## config.mk

```make
export PLATFORM = sky130hd
export DESIGN_NAME = lane_sync_rm
export DESIGN_NICKNAME = d
export VERILOG_FILES = /design/src/hdl/lane_rm_pkg.sv /design/src/hdl/lane_sync_rm.sv
export VERILOG_INCLUDE_DIRS = /design/src /design/src/hdl
export SDC_FILE = /design/constraint.sdc
export NUM_CORES = 1
export LEC_CHECK = 0
export CAP_MARGIN = 20
export CORE_MARGIN = 10
export CORE_UTILIZATION = 28
export CTS_CLUSTER_DIAMETER = 40
export DETAILED_ROUTE_END_ITERATION = 8
export DONT_BUFFER_PORTS = 1
export PLACE_DENSITY = 0.46
export REMOVE_ABC_BUFFERS = 1
export SYNTH_ARGS = -nofsm -noshare
export SYNTH_HDL_FRONTEND = slang
export SYNTH_SLANG_ARGS = --single-unit
export TNS_END_PERCENT = 50
```

## constraint.sdc

```tcl
create_clock -name pclk -period 2.9 [get_ports pclk]
set_clock_uncertainty 0.1 [all_clocks]
set_input_delay 0.145 -clock pclk [delete_from_list [all_inputs] [get_ports pclk]]
set_output_delay 0.145 -clock pclk [all_outputs]
set_load 0.02 [all_outputs]
```

## src/hdl/lane_rm_cfg.svh

```systemverilog
// offsets, field positions, reset values and symbol codes of the lane block
`ifndef LANE_RM_CFG_SVH
`define LANE_RM_CFG_SVH
// ----------------------------------------------------------------------------
// register byte offsets
// ----------------------------------------------------------------------------
`define OFF_CTRL      12'h000
`define OFF_STATUS    12'h004
`define OFF_IRQ_STAT  12'h008
`define OFF_IRQ_MASK  12'h00C
// ----------------------------------------------------------------------------
// control fields and reset values
// ----------------------------------------------------------------------------
`define CTRL_LOWLAT   0
`define CTRL_INFER    1
`define CTRL_RST      2'h0
`define MASK_RST      6'h00
// ----------------------------------------------------------------------------
// event bits of the interrupt status register
// ----------------------------------------------------------------------------
`define EV_SYNC_UP    0
`define EV_SYNC_DN    1
`define EV_INS        2
`define EV_DEL        3
`define EV_OVF        4
`define EV_UDF        5
`define EV_W          6
// ----------------------------------------------------------------------------
// symbols, sync counts and pipe status codes
// ----------------------------------------------------------------------------
`define COMMA_RDN     10'h0FA
`define COMMA_RDP     10'h305
`define SYM_COM       8'hBC
`define SYM_SKP       8'h1C
`define SKP_MAX       3'h5
`define SYNC_COMMAS   3'h4
`define LOSE_ERRS     5'h11
`define GOOD_RUN      5'h10
`define PST_OK        3'h0
`define PST_INS       3'h1
`define PST_DEL       3'h2
`endif

```

## src/hdl/lane_rm_pkg.sv

```systemverilog
// types shared by the lane sync and rate match block
package lane_rm_pkg;
  typedef enum logic {ST_SEEK, ST_SYNC} sync_state_e;
  typedef logic [2:0] pipe_stat_t;
endpackage : lane_rm_pkg

```

## src/hdl/lane_sync_rm.sv

```systemverilog
// lane synchronisation, rate match fifo and apb register file
`timescale 1ns/1ps
`include "lane_rm_cfg.svh"

// How it works
// RL1: fabric feeds a 125 MHz receiver detect clock; outside this block.
// RL2: three fabric clocks are driven out: transmit, receive and bonded.
// RL3: fabric feeds a separate reconfiguration clock; outside this block.
// RL4: without idle inference, idle output is the inverse of signal detect.
// RL5: four valid commas move the lane to synchronised.
// RL6: error count reaching seventeen drops synchronisation.
// RL7: sixteen good groups in a row lower the error count by one.
// RL8: comma search compares whole ten-bit code groups.
// RL9: fifo margins absorb plus or minus 300 ppm clock offset.
// RL10: at most one skip inserted or deleted per skip ordered set.
// RL11: skip set is one comma then one to five skip symbols.
// RL12: rate matching runs only while sync status is high.
// RL13: every insert and delete shows on the three-bit pipe status.
// RL14: low-latency mode bypasses the fifo for common-clock links.
// RL15: losing sync clears errors and restarts the comma search.
module lane_sync_rm #(
  parameter int DEPTH = 8
) (
  input  wire logic                    pclk,
  input  wire logic                    presetn,
  input  wire logic [11:0]             paddr,
  input  wire logic                    psel,
  input  wire logic                    penable,
  input  wire logic                    pwrite,
  input  wire logic [31:0]             pwdata,
  output logic      [31:0]             prdata,
  output logic                         pready,
  output logic                         pslverr,
  input  wire logic                    sym_valid,
  input  wire logic [9:0]              sym_raw,
  input  wire logic [7:0]              sym_data,
  input  wire logic                    sym_k,
  input  wire logic                    sym_err,
  input  wire logic                    sig_detect,
  input  wire logic                    out_ready,
  output logic                         out_valid,
  output logic      [7:0]              out_data,
  output logic                         out_k,
  output lane_rm_pkg::pipe_stat_t      pipe_status,
  output logic                         sync_status,
  output logic                         elec_idle,
  output logic                         irq,
  output logic                         tx_clk_out,
  output logic                         rx_clk_out,
  output logic                         core_clk_out
);
  import lane_rm_pkg::*;

  localparam int AW = $clog2(DEPTH);
  localparam int CW = AW + 1;
  // margins sized so a 600 ppm total offset never crosses full or empty
  localparam logic [CW-1:0] LO_MARK = CW'(DEPTH / 4);  // see RL9
  localparam logic [CW-1:0] HI_MARK = CW'(DEPTH - DEPTH / 4);

  if (DEPTH < 4 || (DEPTH & (DEPTH - 1)) != 0) begin : g_depth_check
    $error("DEPTH must be a power of two of at least 4");
  end

  // --------------------------------------------------------------------------
  // fabric clocks and signal detect
  // --------------------------------------------------------------------------
  logic div_q;
  // one divider feeds all three so they stay phase aligned
  always_ff @(posedge pclk or negedge presetn) begin
    if (!presetn) begin
      div_q        <= 1'b0;
      tx_clk_out   <= 1'b0;
      rx_clk_out   <= 1'b0;
      core_clk_out <= 1'b0;
    end else begin
      div_q        <= ~div_q;
      tx_clk_out   <= ~div_q;  // see RL2
      rx_clk_out   <= ~div_q;  // see RL2
      core_clk_out <= ~div_q;  // see RL2
    end
  end

  logic sd1_q, sd2_q, sd3_q, sd_lvl_q;
  // pin passes three flops; a change counts once stages two and three agree
  always_ff @(posedge pclk or negedge presetn) begin
    if (!presetn) begin
      sd1_q    <= 1'b0;
      sd2_q    <= 1'b0;
      sd3_q    <= 1'b0;
      sd_lvl_q <= 1'b0;
    end else begin
      sd1_q <= sig_detect;
      sd2_q <= sd1_q;
      sd3_q <= sd2_q;
      if (sd2_q == sd3_q)
        sd_lvl_q <= sd3_q;
    end
  end

  logic [1:0] ctrl_q;
  // idle inference falls back on sync state when enabled
  always_ff @(posedge pclk or negedge presetn) begin
    if (!presetn)
      elec_idle <= 1'b1;
    else if (!ctrl_q[`CTRL_INFER])
      elec_idle <= ~sd_lvl_q;  // see RL4
    else
      elec_idle <= ~sync_status;
  end

  // --------------------------------------------------------------------------
  // synchronisation state machine
  // --------------------------------------------------------------------------
  sync_state_e st_q;
  logic [2:0]  comma_cnt_q;
  logic [4:0]  err_cnt_q;
  logic [4:0]  good_cnt_q;
  logic        is_comma, bad, ev_up, ev_dn;

  assign is_comma = (sym_raw == `COMMA_RDN) || (sym_raw == `COMMA_RDP);  // see RL8
  assign bad      = sym_valid && sym_err;
  assign ev_up    = (st_q == ST_SEEK) && sym_valid && is_comma && !sym_err
                    && (comma_cnt_q == `SYNC_COMMAS - 3'h1);
  assign ev_dn    = (st_q == ST_SYNC) && bad && (err_cnt_q == `LOSE_ERRS - 5'h1);

  always_ff @(posedge pclk or negedge presetn) begin
    if (!presetn) begin
      st_q        <= ST_SEEK;
      comma_cnt_q <= 3'h0;
      err_cnt_q   <= 5'h00;
      good_cnt_q  <= 5'h00;
    end else begin
      unique case (st_q)
        ST_SEEK: begin
          if (ev_up) begin
            st_q        <= ST_SYNC;  // see RL5
            comma_cnt_q <= 3'h0;
          end else if (bad)
            comma_cnt_q <= 3'h0;
          else if (sym_valid && is_comma)
            comma_cnt_q <= comma_cnt_q + 3'h1;
        end
        ST_SYNC: begin
          if (ev_dn) begin
            st_q       <= ST_SEEK;  // see RL6
            err_cnt_q  <= 5'h00;    // see RL15
            good_cnt_q <= 5'h00;
          end else if (bad) begin
            err_cnt_q  <= err_cnt_q + 5'h01;
            good_cnt_q <= 5'h00;
          end else if (sym_valid) begin
            if (good_cnt_q == `GOOD_RUN - 5'h01) begin
              good_cnt_q <= 5'h00;
              if (err_cnt_q != 5'h00)
                err_cnt_q <= err_cnt_q - 5'h01;  // see RL7
            end else
              good_cnt_q <= good_cnt_q + 5'h01;
          end
        end
      endcase
    end
  end

  always_ff @(posedge pclk or negedge presetn) begin
    if (!presetn)
      sync_status <= 1'b0;
    else
      sync_status <= (st_q == ST_SYNC && !ev_dn) || ev_up;  // see RL15
  end

  // --------------------------------------------------------------------------
  // rate match fifo
  // --------------------------------------------------------------------------
  logic [9:0]    mem_q [DEPTH];  // bit 9 marks a comma whose set lost a skip
  logic [AW-1:0] wp_q, rp_q, com_wp_q;
  logic [CW-1:0] cnt_q;
  logic [2:0]    skp_run_q;
  logic          ins_done_q, del_done_q;
  logic          rm_en, in_skp, head_skp, head_com;
  logic          push, pop, ev_ins, ev_del, ev_ovf, ev_udf;

  // matching waits for sync and stays out of the low-latency path
  assign rm_en    = sync_status && !ctrl_q[`CTRL_LOWLAT];  // see RL12
  // a skip counts only inside a set, and only the first five after the comma
  assign in_skp   = sym_valid && sym_k && sym_data == `SYM_SKP
                    && skp_run_q != 3'h0 && skp_run_q <= `SKP_MAX;  // see RL11
  assign head_skp = mem_q[rp_q][8:0] == {1'b1, `SYM_SKP};
  assign head_com = mem_q[rp_q][8:0] == {1'b1, `SYM_COM};
  assign ev_del   = rm_en && in_skp && !del_done_q && cnt_q > HI_MARK;  // see RL10
  assign ev_ins   = rm_en && out_ready && head_skp && !ins_done_q
                    && cnt_q != '0 && cnt_q < LO_MARK;  // see RL10
  assign ev_ovf   = push && cnt_q == CW'(DEPTH) && !pop;
  assign push     = sym_valid && !ctrl_q[`CTRL_LOWLAT] && !ev_del;
  assign pop      = out_ready && cnt_q != '0 && !ev_ins && !ctrl_q[`CTRL_LOWLAT];
  assign ev_udf   = out_ready && cnt_q == '0 && !ctrl_q[`CTRL_LOWLAT] && sync_status;

  // overflowing writes are dropped rather than corrupting the head
  always_ff @(posedge pclk or negedge presetn) begin
    if (!presetn) begin
      wp_q     <= '0;
      rp_q     <= '0;
      com_wp_q <= '0;
      cnt_q    <= '0;
    end else begin
      if (push && !ev_ovf)
        wp_q <= wp_q + AW'(1);
      if (push && !ev_ovf && sym_k && sym_data == `SYM_COM)
        com_wp_q <= wp_q;
      if (pop)
        rp_q <= rp_q + AW'(1);
      cnt_q <= cnt_q + CW'(push && !ev_ovf) - CW'(pop);
    end
  end

  // a deletion tags its set's comma so the read side cannot also insert
  always_ff @(posedge pclk) begin
    if (push && !ev_ovf)
      mem_q[wp_q] <= {1'b0, sym_k, sym_data};
    else if (ev_del)
      mem_q[com_wp_q][9] <= 1'b1;  // see RL10
  end

  // per-set bookkeeping; a comma opens a new set and rearms deletion, and rearms insertion at the head unless tagged
  always_ff @(posedge pclk or negedge presetn) begin
    if (!presetn) begin
      skp_run_q  <= 3'h0;
      del_done_q <= 1'b0;
      ins_done_q <= 1'b0;
    end else begin
      if (sym_valid) begin
        if (sym_k && sym_data == `SYM_COM) begin
          skp_run_q  <= 3'h1;
          del_done_q <= 1'b0;
        end else if (in_skp) begin
          skp_run_q <= skp_run_q + 3'h1;
          if (ev_del)
            del_done_q <= 1'b1;
        end else
          skp_run_q <= 3'h0;
      end
      if (pop && head_com)
        ins_done_q <= mem_q[rp_q][9];  // see RL10
      else if (ev_ins)
        ins_done_q <= 1'b1;
    end
  end

  // low-latency path skips the fifo for common-clock links
  always_ff @(posedge pclk or negedge presetn) begin
    if (!presetn) begin
      out_valid <= 1'b0;
      out_data  <= 8'h00;
      out_k     <= 1'b0;
    end else if (ctrl_q[`CTRL_LOWLAT]) begin
      out_valid <= sym_valid;  // see RL14
      out_data  <= sym_data;
      out_k     <= sym_k;
    end else begin
      out_valid <= pop || ev_ins;
      out_data  <= mem_q[rp_q][7:0];
      out_k     <= mem_q[rp_q][8];
    end
  end

  // status is a one-cycle code beside each event
  always_ff @(posedge pclk or negedge presetn) begin
    if (!presetn)
      pipe_status <= `PST_OK;
    else if (ev_ins)
      pipe_status <= `PST_INS;  // see RL13
    else if (ev_del)
      pipe_status <= `PST_DEL;  // see RL13
    else
      pipe_status <= `PST_OK;
  end

  // --------------------------------------------------------------------------
  // apb registers and interrupt
  // --------------------------------------------------------------------------
  logic [`EV_W-1:0] stat_q, mask_q, ev;
  logic             acc, wr;

  assign ev  = {ev_udf, ev_ovf, ev_del, ev_ins, ev_dn, ev_up};
  assign acc = psel && penable && pready;
  assign wr  = acc && pwrite;

  // one wait state: pready rises in the second access cycle
  always_ff @(posedge pclk or negedge presetn) begin
    if (!presetn) begin
      pready  <= 1'b0;
      pslverr <= 1'b0;
      prdata  <= 32'h0000_0000;
    end else begin
      pready  <= psel && penable && !pready;
      pslverr <= 1'b0;
      prdata  <= 32'h0000_0000;
      if (psel && penable && !pready) begin
        unique case (paddr)
          `OFF_CTRL:     prdata <= {30'h0, ctrl_q};
          `OFF_STATUS:   prdata <= {16'h0, 4'(cnt_q), 2'h0, elec_idle,
                                    err_cnt_q, 3'h0, sync_status};
          `OFF_IRQ_STAT: prdata <= {26'h0, stat_q};
          `OFF_IRQ_MASK: prdata <= {26'h0, mask_q};
          default:       pslverr <= 1'b1;
        endcase
      end
    end
  end

  // new events win over a write-one clear in the same cycle
  always_ff @(posedge pclk or negedge presetn) begin
    if (!presetn) begin
      ctrl_q <= `CTRL_RST;
      mask_q <= `MASK_RST;
      stat_q <= '0;
      irq    <= 1'b0;
    end else begin
      if (wr && paddr == `OFF_CTRL)
        ctrl_q <= pwdata[1:0];
      if (wr && paddr == `OFF_IRQ_MASK)
        mask_q <= pwdata[`EV_W-1:0];
      if (wr && paddr == `OFF_IRQ_STAT)
        stat_q <= (stat_q & ~pwdata[`EV_W-1:0]) | ev;
      else
        stat_q <= stat_q | ev;
      irq <= |(stat_q & mask_q);
    end
  end
endmodule : lane_sync_rm

```

==> metrics.cfg <==
[critical_path]
critical_path_class=flop to flop
arrival_ps=3260
end_kind=flop
cp-start-kind=flop
crit_start=rp_q[1]$_DFFE_PN0P_
worst_ep_required_time_ps=3150
cp_max_fo=6
r2r_start=rp_q[1]$_DFFE_PN0P_

[layout]
final_cell_mix=dfrtp_1 (80), edfxtp_1 (80), nand2_1 (57)
num-fill-cells=2539
fin_cells=985
area_growth_pct=25.35
final_layout_size_suffix_gt1_share_pct=25.00
finish.net_count=726
multi_input_area_sq_um=2745
seq_area_sq_um=4457
postLayoutCellArea_sq_um=9250

[logic_synthesis]
ys_ff_latch=162
synth_top_family_by_area=simple AND/OR/NAND/NOR gates
syn_inst=550
synth_area_sq_um=7380
synth_adder_area_share_pct=3.561
synth_enable_flop_cells=80
seq_area_frac_synth_pct=60.38
synth_top_area_share_pct=32.55
synth_compound_area_share_pct=6.697
synthSimpleGateAreaFrac_pct=11.97
synthXorXnorAreaFrac_pct=0.9495
muxShareOfSynthArea_pct=11.72
synth-async-reset-ratio_pct=50.62
yosys_warnings=0
synth_area_leaders=edfxtp_1 (33%), dfrtp_1 (27%), mux4_2 (5.8%)
ys.flop_type=dfrtp_1
synth.distinct_cells=63
syn_area_per_cell_sq_um=13.42
yosys.area.top_type=edfxtp_1

[worst_hold_path]
min_path_type=input port to flop
min_from=paddr[2]

[clock_tree]
clkTransAtPathRegs_ps=70
htree_num_levels=4
cts_tree=done
numCtsBuffers=17
clk_latency_ps=430
clock-sinks=162
clock_path_buffers=2
root_buffer=clkbuf_16

[place]
dpl.cell_count=915
dpl_cell_area_sq_um=8114
place.gp.congestion=0.7442
port_buffers=0
hpwlAfterDp_mm=12.61

[sta]
clock.fmax_mhz=332.2
worst_slew_pin_slew_ps=693.6
setup_viol=73
setup_slack_ps=-110.1
drv_slew=0
min_period_over_period_pct=103.8
rsz0062_at_grt=true
hold_violations=0
hold_slack_ps=16.03
maxSlewHeadroom_pct=53.11
fin_crit_ps=3010

[route]
firstDrtPassIters=4
drt-total-wl_mm=18.44
drtIter0Drc=287
via_count=4546
ant_nets=0
wl_per_cell_microns=18.72
remaining_drc_errors=0
avgViaCountPerCell=4.615

[global_routing]
grt.overflow.total=0
grt_pass1_wl_mm=28.66
grt_start_max_net_pins=83
antenna_found_initial=2
grt_pass1_vias=4861
groute.usage.overall_pct=11.11

[outcome]
status=finished, violations left
violations=setup timing

[floorplan]
core_sq_um=25980
start_util_pct=28.40
num_rows=59
io_pins=125
die_h_microns=182.3
die_w_microns=182.3
die_area_sq_um=33250

[flow_run]
maxCapViolCount=0

[pwr]
power_density_nw_per_um2=935.8
power_uw=8656
ir_drop_mv=0.3939
power_leakage_uw=0.003722

[flip-flops by register name, summed over array words and instances, names as in the netlist, 3 cells and up]
register and flops:
mask_q 6, prdata 14, good_cnt_q 5, mem_q 80, skp_run_q 3, com_wp_q 3, stat_q 6, wp_q 3
rp_q 3, out_data 8, cnt_q 4, comma_cnt_q 3, err_cnt_q 5
[per-layer routing]
metal	wire [microns]	share of wire, %	GRT usage (%)	vias up
li1	-	-	-	2136
met1	8110	44	13.84	2275
met2	9033	49	17.98	123
met3	1146	6.2	3.739	12
met4	148	0.80	3.026	0
met5	0	0	0	-
[what timing repair did]
item / 4_1_cts / 5_1_grt
setup endpoints to repair: 86 / 85
hold endpoints to repair: 202 / 0
resized for setup: 26 / 4
hold buffers: 29 / 0
gates cloned: 1 / 0
pin swaps: 6 / 3
buffers inserted: 4 / 2
[report_power, final]
group / leakage (uW) / total (uW) / internal [uW] / switching [uW]
Combinational: 0.00163 / 2880 / 1490 / 1390
Sequential: 0.00178 / 3290 / 2910 / 379
Clock: 0.000314 / 2480 / 1470 / 1010
Total: 0.00372 / 8660 / 5880 / 2780
[Yosys cell counts (3+ instances only)]
master and count:
dfrtp_1 81, edfxtp_1 80, nand2_1 57, nor2_1 27, mux2_2 25, buf_4 22, inv_1 22, mux4_2 19
o21ai_0 19, ha_1 17, a21oi_1 15, mux2i_1 14, and2_1 12, nand3_1 12, a21o_1 11, clkbuf_1 11
nand2b_1 9, a22oi_1 5, nor3_1 5, or3_1 5, xnor2_1 5, nor2b_1 4, nor3b_1 4, and3_1 3
buf_2 3, buf_6 3, nand4_1 3, nand4b_1 3, nor4_1 3, o21a_1 3, o21bai_1 3, o22ai_1 3
xor2_1 3
[metrics by stage]
step           setup TNS (ps)  utilization [%]  setup WS, ps
6_report                -1770            35.60        -110.1
5_1_grt                -13480            35.60        -253.4
4_1_cts                 -5438            35.45        -141.6
3_5_place_dp           -21690            31.23        -427.2
3_3_place_gp           -16350            31.23        -315.8
2_1_floorplan          -28390                -        -516.7
[cells by family (layout without fill, tap and decap cells)]
group           after synthesis  in the layout
flops                       162            162
other cells                   1             21
buf+inv                      63            143
simple gates                164            164
fa+ha+maj                    20             20
mux                          59             59
xor+xnor                      8              8
compound gates               73             73
[path summary, 6_finish.rpt]
check                                       to  slack, ps  depth (start not counted)
max                         cnt_q[3]$_DFF_PN0_       -110                         11
min                        prdata[0]$_DFF_PN0_         20                          2
max reg2reg                 cnt_q[3]$_DFF_PN0_       -110                         11
min reg2reg                    sd2_q$_DFF_PN0_        250                          0
max in group asynchronous  rp_q[0]$_DFFE_PN0P_       2140                          2
min in group asynchronous      sd1_q$_DFF_PN0_        150                          2
[area by class of cell]
| class | instances | area share, % |
|---|---|---|
| flip-flops and latches | 162 | 48.18 |
| multi-input cells | 343 | 29.68 |
| repair buffers | 89 | 9.658 |
| clock buffers | 17 | 4.599 |
| well taps | 335 | 4.531 |
| clock inverters | 15 | 2.408 |
| inverters | 22 | 0.8927 |
| diodes | 2 | 0.05411 |
[critical path: stages (launching register included)]
cell and delay [ps]:
dfrtp_1 390, buf_12 140, mux4_2 490, mux2_4 300, nor4_4 370, nand3_4 140
nand3_2 100, a21bo_4 230, ha_4 160, a21o_1 170, a21oi_2 150, xor2_1 180
Power figures use the tool's default switching activity.
